[src/ipr_pkg.sv]
// Behaviour
// - Control bit page_transfer_enable allows multi-byte page transfers; resets to one.
// - Control bit hung_bus_timer_enable arms the hung-bus recovery timer; resets to one.
// - Control bits one and zero always read zero and ignore written values.
// - With page_transfer_enable set, each master acknowledge of a read byte advances the pointer and sends next register; cleared, the same register repeats.
// - A Stop ends the transaction and returns the register pointer to zero.
// - After the command byte only its low three bits load the register pointer.
package ipr_pkg;

  // ****************************************
  // Timing
  // ****************************************
  localparam int unsigned CLK_FREQ_MHZ  = 200;
  localparam int unsigned STUCK_TIME_US = 1000;
  localparam int unsigned STUCK_CYCLES  = STUCK_TIME_US * CLK_FREQ_MHZ;
  localparam int unsigned STUCK_CNT_W   = 24;

  // ****************************************
  // Register indices
  // ****************************************
  localparam logic [2:0] REG_SENSE_HI = 3'h0;
  localparam logic [2:0] REG_SENSE_LO = 3'h1;
  localparam logic [2:0] REG_VIN_HI   = 3'h2;
  localparam logic [2:0] REG_VIN_LO   = 3'h3;
  localparam logic [2:0] REG_ADIN_HI  = 3'h4;
  localparam logic [2:0] REG_ADIN_LO  = 3'h5;
  localparam logic [2:0] REG_CTRL     = 3'h6;
  localparam logic [2:0] REG_RSVD     = 3'h7;
  localparam logic [2:0] PTR_RESET    = 3'h0;

  // ****************************************
  // Control register layout
  // ****************************************
  localparam int unsigned CTRL_PAGE_BIT  = 3;
  localparam int unsigned CTRL_TIMER_BIT = 2;
  localparam int unsigned CTRL_WR_LSB    = 2;
  localparam logic [7:0]  CTRL_RESET     = 8'h0C;
  localparam logic [1:0]  CTRL_RSVD_VAL  = 2'h0;

  typedef struct packed {
    logic       snapshot_enable;
    logic [1:0] snapshot_channel;
    logic       test_mode_enable;
    logic       page_transfer_enable;
    logic       hung_bus_timer_enable;
    logic [1:0] control_reserved_low;
  } ipr_ctrl_type;

  typedef struct packed {
    logic [7:0] sense_hi;
    logic [7:0] sense_lo;
    logic [7:0] vin_hi;
    logic [7:0] vin_lo;
    logic [7:0] adin_hi;
    logic [7:0] adin_lo;
  } ipr_adc_type;

  typedef enum {
    ST_IDLE,
    ST_ADDR,
    ST_CMD,
    ST_WDATA,
    ST_ACK,
    ST_RDATA,
    ST_RACK,
    ST_RLOAD
  } ipr_state_type;

endpackage

[src/ipr_page_read_control.sv]
`timescale 1ns/1ps
module ipr_page_read_control
  import ipr_pkg::*;
#(
  parameter int unsigned STUCK_LIMIT = STUCK_CYCLES
) (
  input  wire logic         core_clk_in,    // Core clock, 200 MHz
  input  wire logic         rst_n_in,       // Synchronous reset, active low
  input  wire logic         clk_en_in,      // Freezes all state while low
  input  wire logic [6:0]   slave_addr_in,  // Own 7-bit bus address
  input  wire logic         scl_in,         // Bus clock level
  input  wire logic         sda_in,         // Bus data level
  output logic              sda_out,        // Data drive value, always low
  output logic              sda_oe_out,     // High while pulling data low
  input  wire ipr_adc_type  adc_data_in,    // Conversion result bytes
  output ipr_ctrl_type      ctrl_out,       // Control register contents
  output logic [2:0]        reg_ptr_out,    // Register pointer
  output logic              bus_active_out  // Transaction in progress
);

  // ****************************************
  // Bus edge and condition detection
  // ****************************************
  logic          scl_q;
  logic          sda_q;
  logic          scl_rise;
  logic          scl_fall;
  logic          start_cond;
  logic          stop_cond;

  always_ff @(posedge core_clk_in) begin
    if (!rst_n_in) begin
      scl_q <= 1'b1;
      sda_q <= 1'b1;
    end else if (clk_en_in) begin
      scl_q <= scl_in;
      sda_q <= sda_in;
    end
  end

  assign scl_rise   = scl_in & ~scl_q;
  assign scl_fall   = ~scl_in & scl_q;
  assign start_cond = scl_in & scl_q & sda_q & ~sda_in;
  assign stop_cond  = scl_in & scl_q & ~sda_q & sda_in;

  // ****************************************
  // State and shared signals
  // ****************************************
  ipr_state_type state;
  ipr_state_type ack_from;
  ipr_ctrl_type  ctrl;
  logic [2:0]    ptr;
  logic [2:0]    bit_cnt;
  logic [7:0]    rx_sh;
  logic [7:0]    tx_sh;
  logic [7:0]    rx_byte;
  logic          rd_dir;
  logic          ack_drv;
  logic          rx_state;
  logic          byte_full;
  logic          addr_match;
  logic          master_ack;
  logic          timeout;
  logic [STUCK_CNT_W-1:0] stuck_cnt;

  assign rx_byte    = {rx_sh[6:0], sda_in};
  assign rx_state   = (state == ST_ADDR) || (state == ST_CMD) || (state == ST_WDATA);
  assign byte_full  = rx_state && scl_rise && (bit_cnt == 3'h7);
  assign addr_match = rx_byte[7:1] == slave_addr_in;
  assign master_ack = (state == ST_RACK) && scl_rise && !sda_in;

  function automatic logic [7:0] read_reg(input logic [2:0] idx, input ipr_adc_type adc,
                                          input ipr_ctrl_type c);
    logic [7:0] val;
    val = 8'h00;
    case (idx)
      REG_SENSE_HI: val = adc.sense_hi;
      REG_SENSE_LO: val = adc.sense_lo;
      REG_VIN_HI:   val = adc.vin_hi;
      REG_VIN_LO:   val = adc.vin_lo;
      REG_ADIN_HI:  val = adc.adin_hi;
      REG_ADIN_LO:  val = adc.adin_lo;
      REG_CTRL:     val = {c[7:CTRL_WR_LSB], CTRL_RSVD_VAL};
      default:      val = 8'h00;
    endcase
    return val;
  endfunction

  // ****************************************
  // Hung-bus timer
  // ****************************************
  always_ff @(posedge core_clk_in) begin
    if (!rst_n_in) begin
      stuck_cnt <= '0;
    end else if (clk_en_in) begin
      if (state == ST_IDLE || scl_in || timeout) begin
        stuck_cnt <= '0;
      end else begin
        stuck_cnt <= stuck_cnt + 1'b1;
      end
    end
  end

  assign timeout = ctrl.hung_bus_timer_enable && (stuck_cnt >= STUCK_LIMIT[STUCK_CNT_W-1:0]);

  // ****************************************
  // Transfer state machine
  // ****************************************
  always_ff @(posedge core_clk_in) begin
    if (!rst_n_in) begin
      state    <= ST_IDLE;
      ack_from <= ST_IDLE;
      bit_cnt  <= 3'h0;
      rx_sh    <= 8'h00;
      rd_dir   <= 1'b0;
      ack_drv  <= 1'b0;
    end else if (clk_en_in) begin
      if (timeout || stop_cond) begin
        state   <= ST_IDLE;
        ack_drv <= 1'b0;
      end else if (start_cond) begin
        state   <= ST_ADDR;
        bit_cnt <= 3'h0;
        ack_drv <= 1'b0;
      end else begin
        case (state)
          ST_ADDR, ST_CMD, ST_WDATA: begin
            if (scl_rise) begin
              rx_sh   <= rx_byte;
              bit_cnt <= bit_cnt + 3'h1;
              if (byte_full) begin
                ack_from <= state;
                if (state == ST_ADDR) begin
                  rd_dir <= rx_byte[0];
                  state  <= addr_match ? ST_ACK : ST_IDLE;
                end else begin
                  state <= ST_ACK;
                end
              end
            end
          end
          ST_ACK: begin
            if (scl_fall) begin
              if (!ack_drv) begin
                ack_drv <= 1'b1;
              end else begin
                ack_drv <= 1'b0;
                bit_cnt <= 3'h0;
                if (ack_from == ST_ADDR) begin
                  state <= rd_dir ? ST_RDATA : ST_CMD;
                end else begin
                  state <= ST_WDATA;
                end
              end
            end
          end
          ST_RDATA: begin
            if (scl_fall) begin
              bit_cnt <= bit_cnt + 3'h1;
              if (bit_cnt == 3'h7) begin
                state <= ST_RACK;
              end
            end
          end
          ST_RACK: begin
            if (scl_rise) begin
              state <= sda_in ? ST_IDLE : ST_RLOAD;
            end
          end
          ST_RLOAD: begin
            if (scl_fall) begin
              bit_cnt <= 3'h0;
              state   <= ST_RDATA;
            end
          end
          default: state <= ST_IDLE;
        endcase
      end
    end
  end

  // ****************************************
  // Register pointer
  // ****************************************
  always_ff @(posedge core_clk_in) begin
    if (!rst_n_in) begin
      ptr <= PTR_RESET;
    end else if (clk_en_in) begin
      if (stop_cond || timeout) begin
        ptr <= PTR_RESET;
      end else if (byte_full && state == ST_CMD) begin
        ptr <= rx_byte[2:0];
      end else if (master_ack || (byte_full && state == ST_WDATA)) begin
        if (ctrl.page_transfer_enable) begin
          ptr <= ptr + 3'h1;
        end
      end
    end
  end

  // ****************************************
  // Control register
  // ****************************************
  always_ff @(posedge core_clk_in) begin
    if (!rst_n_in) begin
      ctrl <= ipr_ctrl_type'(CTRL_RESET);
    end else if (clk_en_in) begin
      if (byte_full && state == ST_WDATA && ptr == REG_CTRL) begin
        ctrl <= ipr_ctrl_type'({rx_byte[7:CTRL_WR_LSB], CTRL_RSVD_VAL});
      end
    end
  end

  // ****************************************
  // Transmit shifter
  // ****************************************
  always_ff @(posedge core_clk_in) begin
    if (!rst_n_in) begin
      tx_sh <= 8'hFF;
    end else if (clk_en_in) begin
      if (state == ST_ACK && ack_drv && scl_fall && ack_from == ST_ADDR && rd_dir) begin
        tx_sh <= read_reg(ptr, adc_data_in, ctrl);
      end else if (state == ST_RLOAD && scl_fall) begin
        tx_sh <= read_reg(ptr, adc_data_in, ctrl);
      end else if (state == ST_RDATA && scl_fall) begin
        tx_sh <= {tx_sh[6:0], 1'b1};
      end
    end
  end

  // ****************************************
  // Outputs
  // ****************************************
  assign sda_out        = 1'b0;
  assign sda_oe_out     = (state == ST_ACK && ack_drv) || (state == ST_RDATA && !tx_sh[7]);
  assign ctrl_out       = ctrl;
  assign reg_ptr_out    = ptr;
  assign bus_active_out = state != ST_IDLE;

endmodule // ipr_page_read_control

[config.mk]
export PLATFORM = sky130hd
export DESIGN_NAME = ipr_page_read_control
export DESIGN_NICKNAME = d
export VERILOG_FILES = /design/src/ipr_pkg.sv /design/src/ipr_page_read_control.sv
export SDC_FILE = /design/constraint.sdc
export NUM_CORES = 1
export LEC_CHECK = 0
export BUFFER_PORTS_ARGS = -buffer_cell sky130_fd_sc_hd__clkbuf_2
export CAP_MARGIN = 20
export CORE_MARGIN = 2
export CORE_UTILIZATION = 50
export CTS_CLUSTER_DIAMETER = 40
export DETAILED_ROUTE_END_ITERATION = 8
export GPL_TIMING_DRIVEN = 0
export PLACE_DENSITY_LB_ADDON = 0.25
export SLEW_MARGIN = 0
export SYNTH_ARGS = -nofsm -noshare
export SYNTH_HDL_FRONTEND = slang
export SYNTH_SLANG_ARGS = --single-unit
[constraint.sdc]
create_clock -name core_clk_in -period 2.1 [get_ports core_clk_in]
set_input_delay 0 -clock core_clk_in [delete_from_list [all_inputs] [get_ports core_clk_in]]
set_output_delay 0 -clock core_clk_in [all_outputs]
set_load 0.05 [all_outputs]
* Yosys cells after proc, flatten, opt, wreduce, memory -nomap -nowiden
Index checks and enable logic that the tools add are counted.
** Word-level totals
- Register bits :: 119
- Input port bits :: 60
** Cells by class
- Add/sub/neg operators :: 3
- Order comparisons :: 1
- Equal/unequal tests :: 36
- Mux-type cells :: 37
- Bitwise operators :: 13
- Reduce and logical (&&, ||, !) cells :: 43
** Operators by type and width (number)
- $mux W32 :: 10
- $eq A32 B3 Y1 const B :: 6
- $pmux W32 S5 :: 1
- $eq A32 B2 Y1 const B :: 4
- $eq A32 B4 Y1 const B :: 4
- $pmux W8 S7 :: 1
- $mux W3 :: 15
- $eq A32 B1 Y1 const B :: 1
- $logic_not A32 Y1 :: 1
- $ne A4 B4 Y1 const B :: 8
- $reduce_bool A32 Y1 :: 1
- $add A24 B1 Y24 const B :: 1
- $ge A24 B18 Y1 const B :: 1
- $mux W24 :: 1
- $mux W8 :: 3
- $logic_and A1 B1 Y1 :: 15
- $ne A3 B3 Y1 const B :: 5
- $reduce_bool A3 Y1 :: 5
- $eq A3 B3 Y1 const B :: 4
- $pmux W3 S4 :: 1
- $reduce_and A9 Y1 :: 1
- $reduce_and A8 Y1 :: 1
- $and A1 B1 Y1 :: 7
- $eq A7 B7 Y1 :: 1
- 15 further kinds :: 35

* Logic depth before layout (Yosys ltp)
Gate-level depths: netlist of the first run.
- Word-level depth :: 10
- Mapped depth :: 8

* Least setup slack after synthesis of the first run
Ideal clock, no wire load.
- Path kind :: register to register
- Start :: register ptr[0] (netlist: reg_ptr_out[0])
- End :: register tx_sh[6]
- Arrival time :: 2047 ps
- Slack :: -98 ps
- Cell stages (with the launch flop) :: 8
- Buffers on the path :: 1
- Period minus slack after synthesis :: 2198 ps
- Cell sequence :: dfxtp_1 -> inv_1 -> ha_1 -> clkbuf_1 -> a222oi_1 -> nand2_1 -> a221oi_1 -> o311ai_0
** Between the ends
- Word-level cells in the longest chain between the ends :: 4
** RTL lines
- start: declaration :: RTL line ipr_page_read_control.sv:52 : logic [2:0] ptr;
- start signal: assignment :: RTL line ipr_page_read_control.sv:192 : ptr <= rx_byte[2:0];
- start signal: assignment :: RTL line ipr_page_read_control.sv:195 : ptr <= ptr + 3'h1;
- $eq A3 B3 Y1 (tied with other cells) :: RTL line ipr_page_read_control.sv:76 : case (idx)
- $pmux W8 S7 * :: RTL line ipr_page_read_control.sv:76
- $mux W8 :: RTL line ipr_page_read_control.sv:223 : end else if (state == ST_RLOAD && scl_fall) begin
- $mux W8 * :: RTL line ipr_page_read_control.sv:221 : if (state == ST_ACK && ack_drv && scl_fall && ack_from == ST_ADDR && rd_dir) begin
- end signal: assignment :: RTL line ipr_page_read_control.sv:222 : tx_sh <= read_reg(ptr, adc_data_in, ctrl);
- end signal: assignment :: RTL line ipr_page_read_control.sv:224 : tx_sh <= read_reg(ptr, adc_data_in, ctrl);
- end signal: assignment :: RTL line ipr_page_read_control.sv:226 : tx_sh <= {tx_sh[6:0], 1'b1};
- end: declaration :: RTL line ipr_page_read_control.sv:55 : logic [7:0] tx_sh;
Mark *: on every way between the ends. The rest lies on a longest branch, timed or not.
A chain may end at the register's enable or synchronous reset.

* Final worst setup path of the first run
- Start :: register state[2]
- End :: output sda_oe_out
** Between the ends
- Word-level cells in the longest chain between the ends :: 3
** RTL lines
- start: declaration :: RTL line ipr_page_read_control.sv:49 : ipr_state_type state;
- start signal: assignment :: RTL line ipr_page_read_control.sv:135 : state <= addr_match ? ST_ACK : ST_IDLE;
- start signal: assignment :: RTL line ipr_page_read_control.sv:150 : state <= rd_dir ? ST_RDATA : ST_CMD;
- start signal: assignment :: RTL line ipr_page_read_control.sv:167 : state <= sda_in ? ST_IDLE : ST_RLOAD;
- $eq A32 B4 Y1 :: RTL line ipr_page_read_control.sv:235 : assign sda_oe_out = (state == ST_ACK && ack_drv) || (state == ST_RDATA && !tx_sh[7]);
- $logic_and A1 B1 Y1 :: RTL line ipr_page_read_control.sv:235
- $logic_or A1 B1 Y1 * :: RTL line ipr_page_read_control.sv:235
- end: declaration :: RTL line ipr_page_read_control.sv:14 : output logic sda_oe_out,
Marked as above.

==> results of run 1 <==
[kinds of logic after synthesis]
kind of cell | after synthesis | synth area share, %
compound gates | 83 | 18.46
xor+xnor | 30 | 7.426
fa+ha+maj | 9 | 3.183
buf+inv | 40 | 4.880
flops | 61 | 34.51
mux | 28 | 7.991
other cells | 1 | 0.1060
simple gates | 162 | 23.44
[routing by layer]
metal  global-route usage (%)  vias up  wire length [um]
met5                        0        -                 0
met4                    8.264        0               101
met3                    4.618       17               571
met2                    34.99      117              4264
met1                    32.23     1632              4205
li1                         -     1679                 -
[through the flow]
stage | hold slack (ns) | worst slack (ns) | std cells | total power, mW | TNS, ns
floorplan | 0.2263 | 0.1162 | 416 | 1.323 | 0
global placement | 0.3648 | -0.1129 | 581 | 1.412 | -0.6493
detailed placement | 0.3880 | -0.1427 | 581 | 1.414 | -0.8013
CTS | 0.02351 | 0.01338 | 598 | 2.443 | 0
global route | 0.04309 | -0.07022 | 598 | 2.515 | -0.3431
finish | 0.03943 | 0.07883 | 598 | 2.436 | 0
[power breakdown]
part	switching, mW	total (mW)	internal [mW]
sequential	0.0101	1.17	1.16
combinational	0.124	0.222	0.0978
clock	0.491	1.04	0.551
total	0.625	2.44	1.81
[worst paths after layout]
check                     to  slack (ns)  depth (start not counted)
hold / removal         scl_q        0.04                          3
setup / recovery  sda_oe_out        0.08                          4
setup reg to reg    rx_sh[2]        0.08                          6
hold reg to reg   bit_cnt[2]        0.47                          2
[worst max-delay path: stages, from the launching register on]
cell      delay [ns]
dfxtp_1         0.54
clkbuf_1        0.41
inv_1           0.14
nor3_1          0.26
clkbuf_2        0.32
[cells in the final DEF, fill, tap and decap left out, drive strengths merged, types with 9 or more instances in the layout]
cell type	n
xor2	10
nand2b	10
a222oi	12
clkbuf	90
inv	16
o21ai	15
a21oi	12
dfxtp	61
xnor2	20
ha	9
mux2i	26
buf	14
nor2	37
nand3	13
nand2	54
[registers in the layout (all words and copies together) (netlist names)]
name	flops
stuck_cnt	24
ctrl_out	6
bit_cnt	3
ack_from	3
state	3
reg_ptr_out	3
scl_q	1
ack_drv	1
rx_sh	7
rd_dir	1
tx_sh	8
sda_q	1
[what timing repair did]
item / CTS / global route
resized for setup: 0 / 18
buffers inserted: 1 / 2
pin swaps: 1 / 4
endpoints found under the setup margin: 6 / 33
hold buffers: 0 / 0
[area by class of cell]
| class | count | area share (%) |
|---|---|---|
| clock inverters | 7 | 1.734 |
| flip-flops and latches | 61 | 28.80 |
| repair buffers | 72 | 8.639 |
| inverters | 15 | 1.322 |
| clock buffers | 9 | 2.909 |
| multi-input cells | 315 | 51.10 |
| well taps | 96 | 2.821 |
| plain buffers | 23 | 2.674 |
==> impl_metrics.yaml, run 1 <==
logic_synthesis:
  synth_seq_cells: 61
  post-synth-top-count-cell: "dfxtp_1"
  synthFlopType: "dfxtp_1"
  syn-instance-count: 414
  ys_types: 59
  synth_edf_count: 0
  synth_commonest_cells: "dfxtp_1 (61), nand2_1 (54), nor2_1 (37), mux2i_1 (26), xnor2_1 (20)"
  synthArstFlopShare_pct: 0
  yosys-top-cells-area: "dfxtp_1 (35%), mux2i_1 (7.4%), nand2_1 (5.7%)"
  yosysWarnings: 0
  ys_seq_area_share_pct: 34.51
  yosysTopAreaCell: "dfxtp_1"
  synth.avg_cell_area_um2: 8.547
  synth_top_area_share_pct: 34.51
  syn_area_mm2: 0.003538
pwr:
  power.density_mw_per_mm2: 572.1
  leakage_nw: 1.768
  max-vdd-ir-drop_v: 0.0003807
clock_tree:
  root_buffer: "clkbuf_8"
  clkLatencyLatePin_ns: 0.35
  cts_buffers: 9
  clock_path_buffers: 2
  cts_tree: "built"
  htreeDepth: 3
  clkTransAtPathRegs_ns: 0.07
  cts.sinks: 61
cells_and_area:
  multi_input_area_mm2: 0.002176
  num-fill-cells: 614
  final_nets: 566
  drive_gt1_share_pct: 24.10
  stdcell_area_mm2: 0.004258
  final_core_util_pct: 62.33
  regArea_mm2: 0.001226
  diodes: 0
  area_delta_synth_final_pct: 20.33
setup_path:
  start_kind: "register"
  crit_fanout: 10
  r2r_start: "stuck_cnt[15]"
  required_ns: 2.10
  crit_type: "reg -> out"
  cp-startpoint: "state[2]"
  end_kind: "primary output"
  worstPathArrival_ns: 2.02
sta:
  hold_viol_final: 0
  slew_violations: 0
  period_share_pct: 96.25
  finalClockSkew_ns: 0.01620
  max_slew_margin_pct: 61.02
  fmax_mhz: 494.8
  tightest_slew_ns: 0.5847
  timing.final.crit_period_ns: 2.021
  finalSetupViolCount: 0
  rsz0062_at_grt: "true"
global_routing:
  grt_pass1_wl_um: 13940
  grt_util_all_layers_pct: 22.92
  grt_max_degree: 13
  grt_overflow: 0
  grt_antenna_before_repair: 0
  grt_pass1_vias: 3010
placement:
  dpl_cell_area_mm2: 0.004014
  place_congestion: 0.9426
  numPortBuffers: 69
  hpwl_um: 6875
run_status:
  status: "complete, no violations"
detailed_routing:
  drc_errors: 0
  viasPerCell: 5.761
  vias: 3445
  first_iter_violations: 298
  final_antenna_net_count: 0
  wl_per_cell_um: 15.29
  routed_wl_um: 9142
  detail_route.first_pass.iterations: 7
floorplan:
  die_height_um: 88.13
  row_count: 30
  io-pin-count: 74
  dieWidth_um: 88.13
  core_mm2: 0.006832
  dieArea_mm2: 0.007766
  start_util_pct: 51.79
min_path:
  min_from: "scl_in"
  hold_class: "in -> reg"
job:
  max-cap-violations: 0
(Power assumes the default switching activity.)
==> run 2, diff against run 1 <==
- CORE_UTILIZATION: 50 -> 35
- clock period: 2.1 -> 1.7 ns (I/O delays scaled with it)
==> run 2 against run 1 <==
Compared with the run above: the run now ends with setup timing left; core utilization fell by 14 points; clock skew fell by 0.0061 ns; design area rose by 11%; sequential share of layout area fell by 2.5 points; power rose by 20%; setup slack got worse by 0.35 ns; first-iteration DRC count fell by 4.7%; wire length rose by 9.9%; via count rose by 0.61%; worst hold slack got worse by 0.011 ns; sequential power rose by 23%; final cell count rose by 9.5%; critical path type is now reg -> reg.
==> impl_metrics.yaml, run 2 (synthesized netlist as in run 1, its figures left out) <==
run_status:
  status: "finished, violations left"
  violations: "setup timing"
sta:
  setup_tns_ns: -5.406
  timing.final.crit_period_ns: 1.967
  slew_violations: 0
  fin_ws_ns: -0.2674
  rsz0062_at_grt: "true"
  fmax_mhz: 508.3
  finalClockSkew_ns: 0.01014
  tightest_slew_ns: 0.6654
  period_share_pct: 115.7
  hold_viol_final: 0
  max_slew_margin_pct: 55.08
  finalSetupViolCount: 47
setup_path:
  critical_path_buf_inv_count: 1
  worstPathArrival_ns: 2.25
  r2r_start: "stuck_cnt[12]"
  start_kind: "register"
  reg2reg_slack_ns: -0.27
  cp-startpoint: "stuck_cnt[12]"
  crit_slowest_cell: "dfxtp_4"
  setup.worst_path.end: "rx_sh[0]"
  crit_family: "simple AND/OR/NAND/NOR gates"
  r2r_end: "rx_sh[0]"
  path_depth: 6
  path_cells: "nor4_4 > o211ai_4 > a2111oi_4 > nor4b_4 > buf_6 > mux2i_1"
  r2r_cells: 6
  required_ns: 1.98
  end_kind: "register"
  crit_type: "reg -> reg"
  max_stage_delay_ns: 0.36
  crit_fanout: 7
placement:
  dp.cells: 618
  place_congestion: 0.8915
  numPortBuffers: 69
  hpwl_um: 7426
pwr:
  leakage_nw: 1.933
  max-vdd-ir-drop_v: 0.0004041
  power.density_mw_per_mm2: 614.5
global_routing:
  grt_pass1_wl_um: 16280
  grt_overflow: 0
  grt_pass1_vias: 3407
  grt_antenna_before_repair: 0
  grt_util_all_layers_pct: 18.58
  grt_max_degree: 12
floorplan:
  start_util_pct: 36.20
  io-pin-count: 74
  core_mm2: 0.009774
  dieWidth_um: 104.5
  dieArea_mm2: 0.01093
  row_count: 36
  die_height_um: 104.5
job:
  max-cap-violations: 0
cells_and_area:
  top_regs: "stuck_cnt (24), tx_sh (8), rx_sh (7)"
  drive_gt1_share_pct: 33.91
  final_common_cell: "clkbuf_2"
  num-fill-cells: 969
  final_nets: 586
  stdcell_count: 655
  multi_input_area_mm2: 0.002391
  area_delta_synth_final_pct: 34.12
  regArea_mm2: 0.001247
  diodes: 0
  largest_reg_flops: 24
  final_core_util_pct: 48.55
  top_register: "stuck_cnt"
  layout.cells.most_common_list: "clkbuf_2 (70), nand2_1 (52), dfxtp_1 (50)"
min_path:
  hold_class: "in -> reg"
detailed_routing:
  first_iter_violations: 284
  viasPerCell: 5.292
  routed_wl_um: 10040
  vias: 3466
  detail_route.first_pass.iterations: 6
  final_antenna_net_count: 0
  drc_errors: 0
  wl_per_cell_um: 15.33
clock_tree:
  cts_buffers: 9
  cts.sinks: 61
  htreeDepth: 3
  clkTransAtPathRegs_ns: 0.07
  clkLatencyLatePin_ns: 0.36
  root_buffer: "clkbuf_8"
  cts_tree: "built"
  clock_path_buffers: 2
## run 2: cell types whose count changed in the layout (fill, tap and decap cells not counted), sizes merged
cell	previous run	this run
clkbuf	90	91
clkinvlp	1	0
buf	14	33
clkinv	4	3
dlygate4sd3	0	2
bufinv	1	0
inv	16	17
## run 2: routing by layer
metal | track usage, % | share of wire [%] | vias up
met4 | 6.564 | 2.0 | 0
met2 | 29.97 | 48 | 89
met1 | 23.59 | 44 | 1644
met3 | 5.427 | 5.3 | 20
li1 | - | - | 1713
met5 | 0 | 0 | -
## run 2: final cells by class
class	instances	share of cell area (%)
multi-input combinational	315	50.38
sequential	61	26.29
timing repair buffer	93	11.71
tap	133	3.506
buffer	22	3.137
clock buffer	11	2.979
inverter	15	1.292
clock inverter	5	0.7118
## run 2: power breakdown
part	switching, mW	total, mW	internal [mW]
sequential	0.0133	1.44	1.43
clock	0.607	1.18	0.572
combinational	0.165	0.294	0.130
## run 2: worst min-delay path by stage
stage / from / to / slack (ns) / cells past startpoint
after global routing: adc_data_in[18] / tx_sh[2] / 0.06 / 3
after global placement: scl_in / scl_q / 0.36 / 3
final: adc_data_in[18] / tx_sh[2] / 0.03 / 3
after floorplan: rst_n_in / stuck_cnt[0] / 0.23 / 2
after CTS: adc_data_in[18] / tx_sh[2] / 0.01 / 3
after detailed placement: scl_in / scl_q / 0.36 / 3
## run 2: timing repair
item	in CTS	in global routing
resized for setup	47	28
hold buffers	2	0
cloned	2	0
pin swaps	22	20
endpoints found under the hold margin	4	0
endpoints found under the setup margin	57	60
buffers inserted	16	4
## run 2: worst register-to-register path, delay by kind of cell (launching register included)
family | cells | cell delay, ns
and+or+nand+nor | 2 | 0.62
DFF | 1 | 0.36
AOI/OAI and AO/OA | 2 | 0.53
buffers and inverters | 1 | 0.19
muxes | 1 | 0.19
## run 2: through the flow
stage | hold WS [ns] | cell area (um2) | setup WS (ns) | total power [mW]
finish | 0.02815 | 4746 | -0.2674 | 2.916
global route | 0.06477 | 4746 | -0.3639 | 3.040
CTS | 0.01457 | 4641 | -0.3254 | 2.951
detailed placement | 0.3586 | 4128 | -0.3888 | 1.748
global placement | 0.3560 | 4128 | -0.3748 | 1.746
floorplan | 0.2263 | 3616 | -0.09156 | 1.633
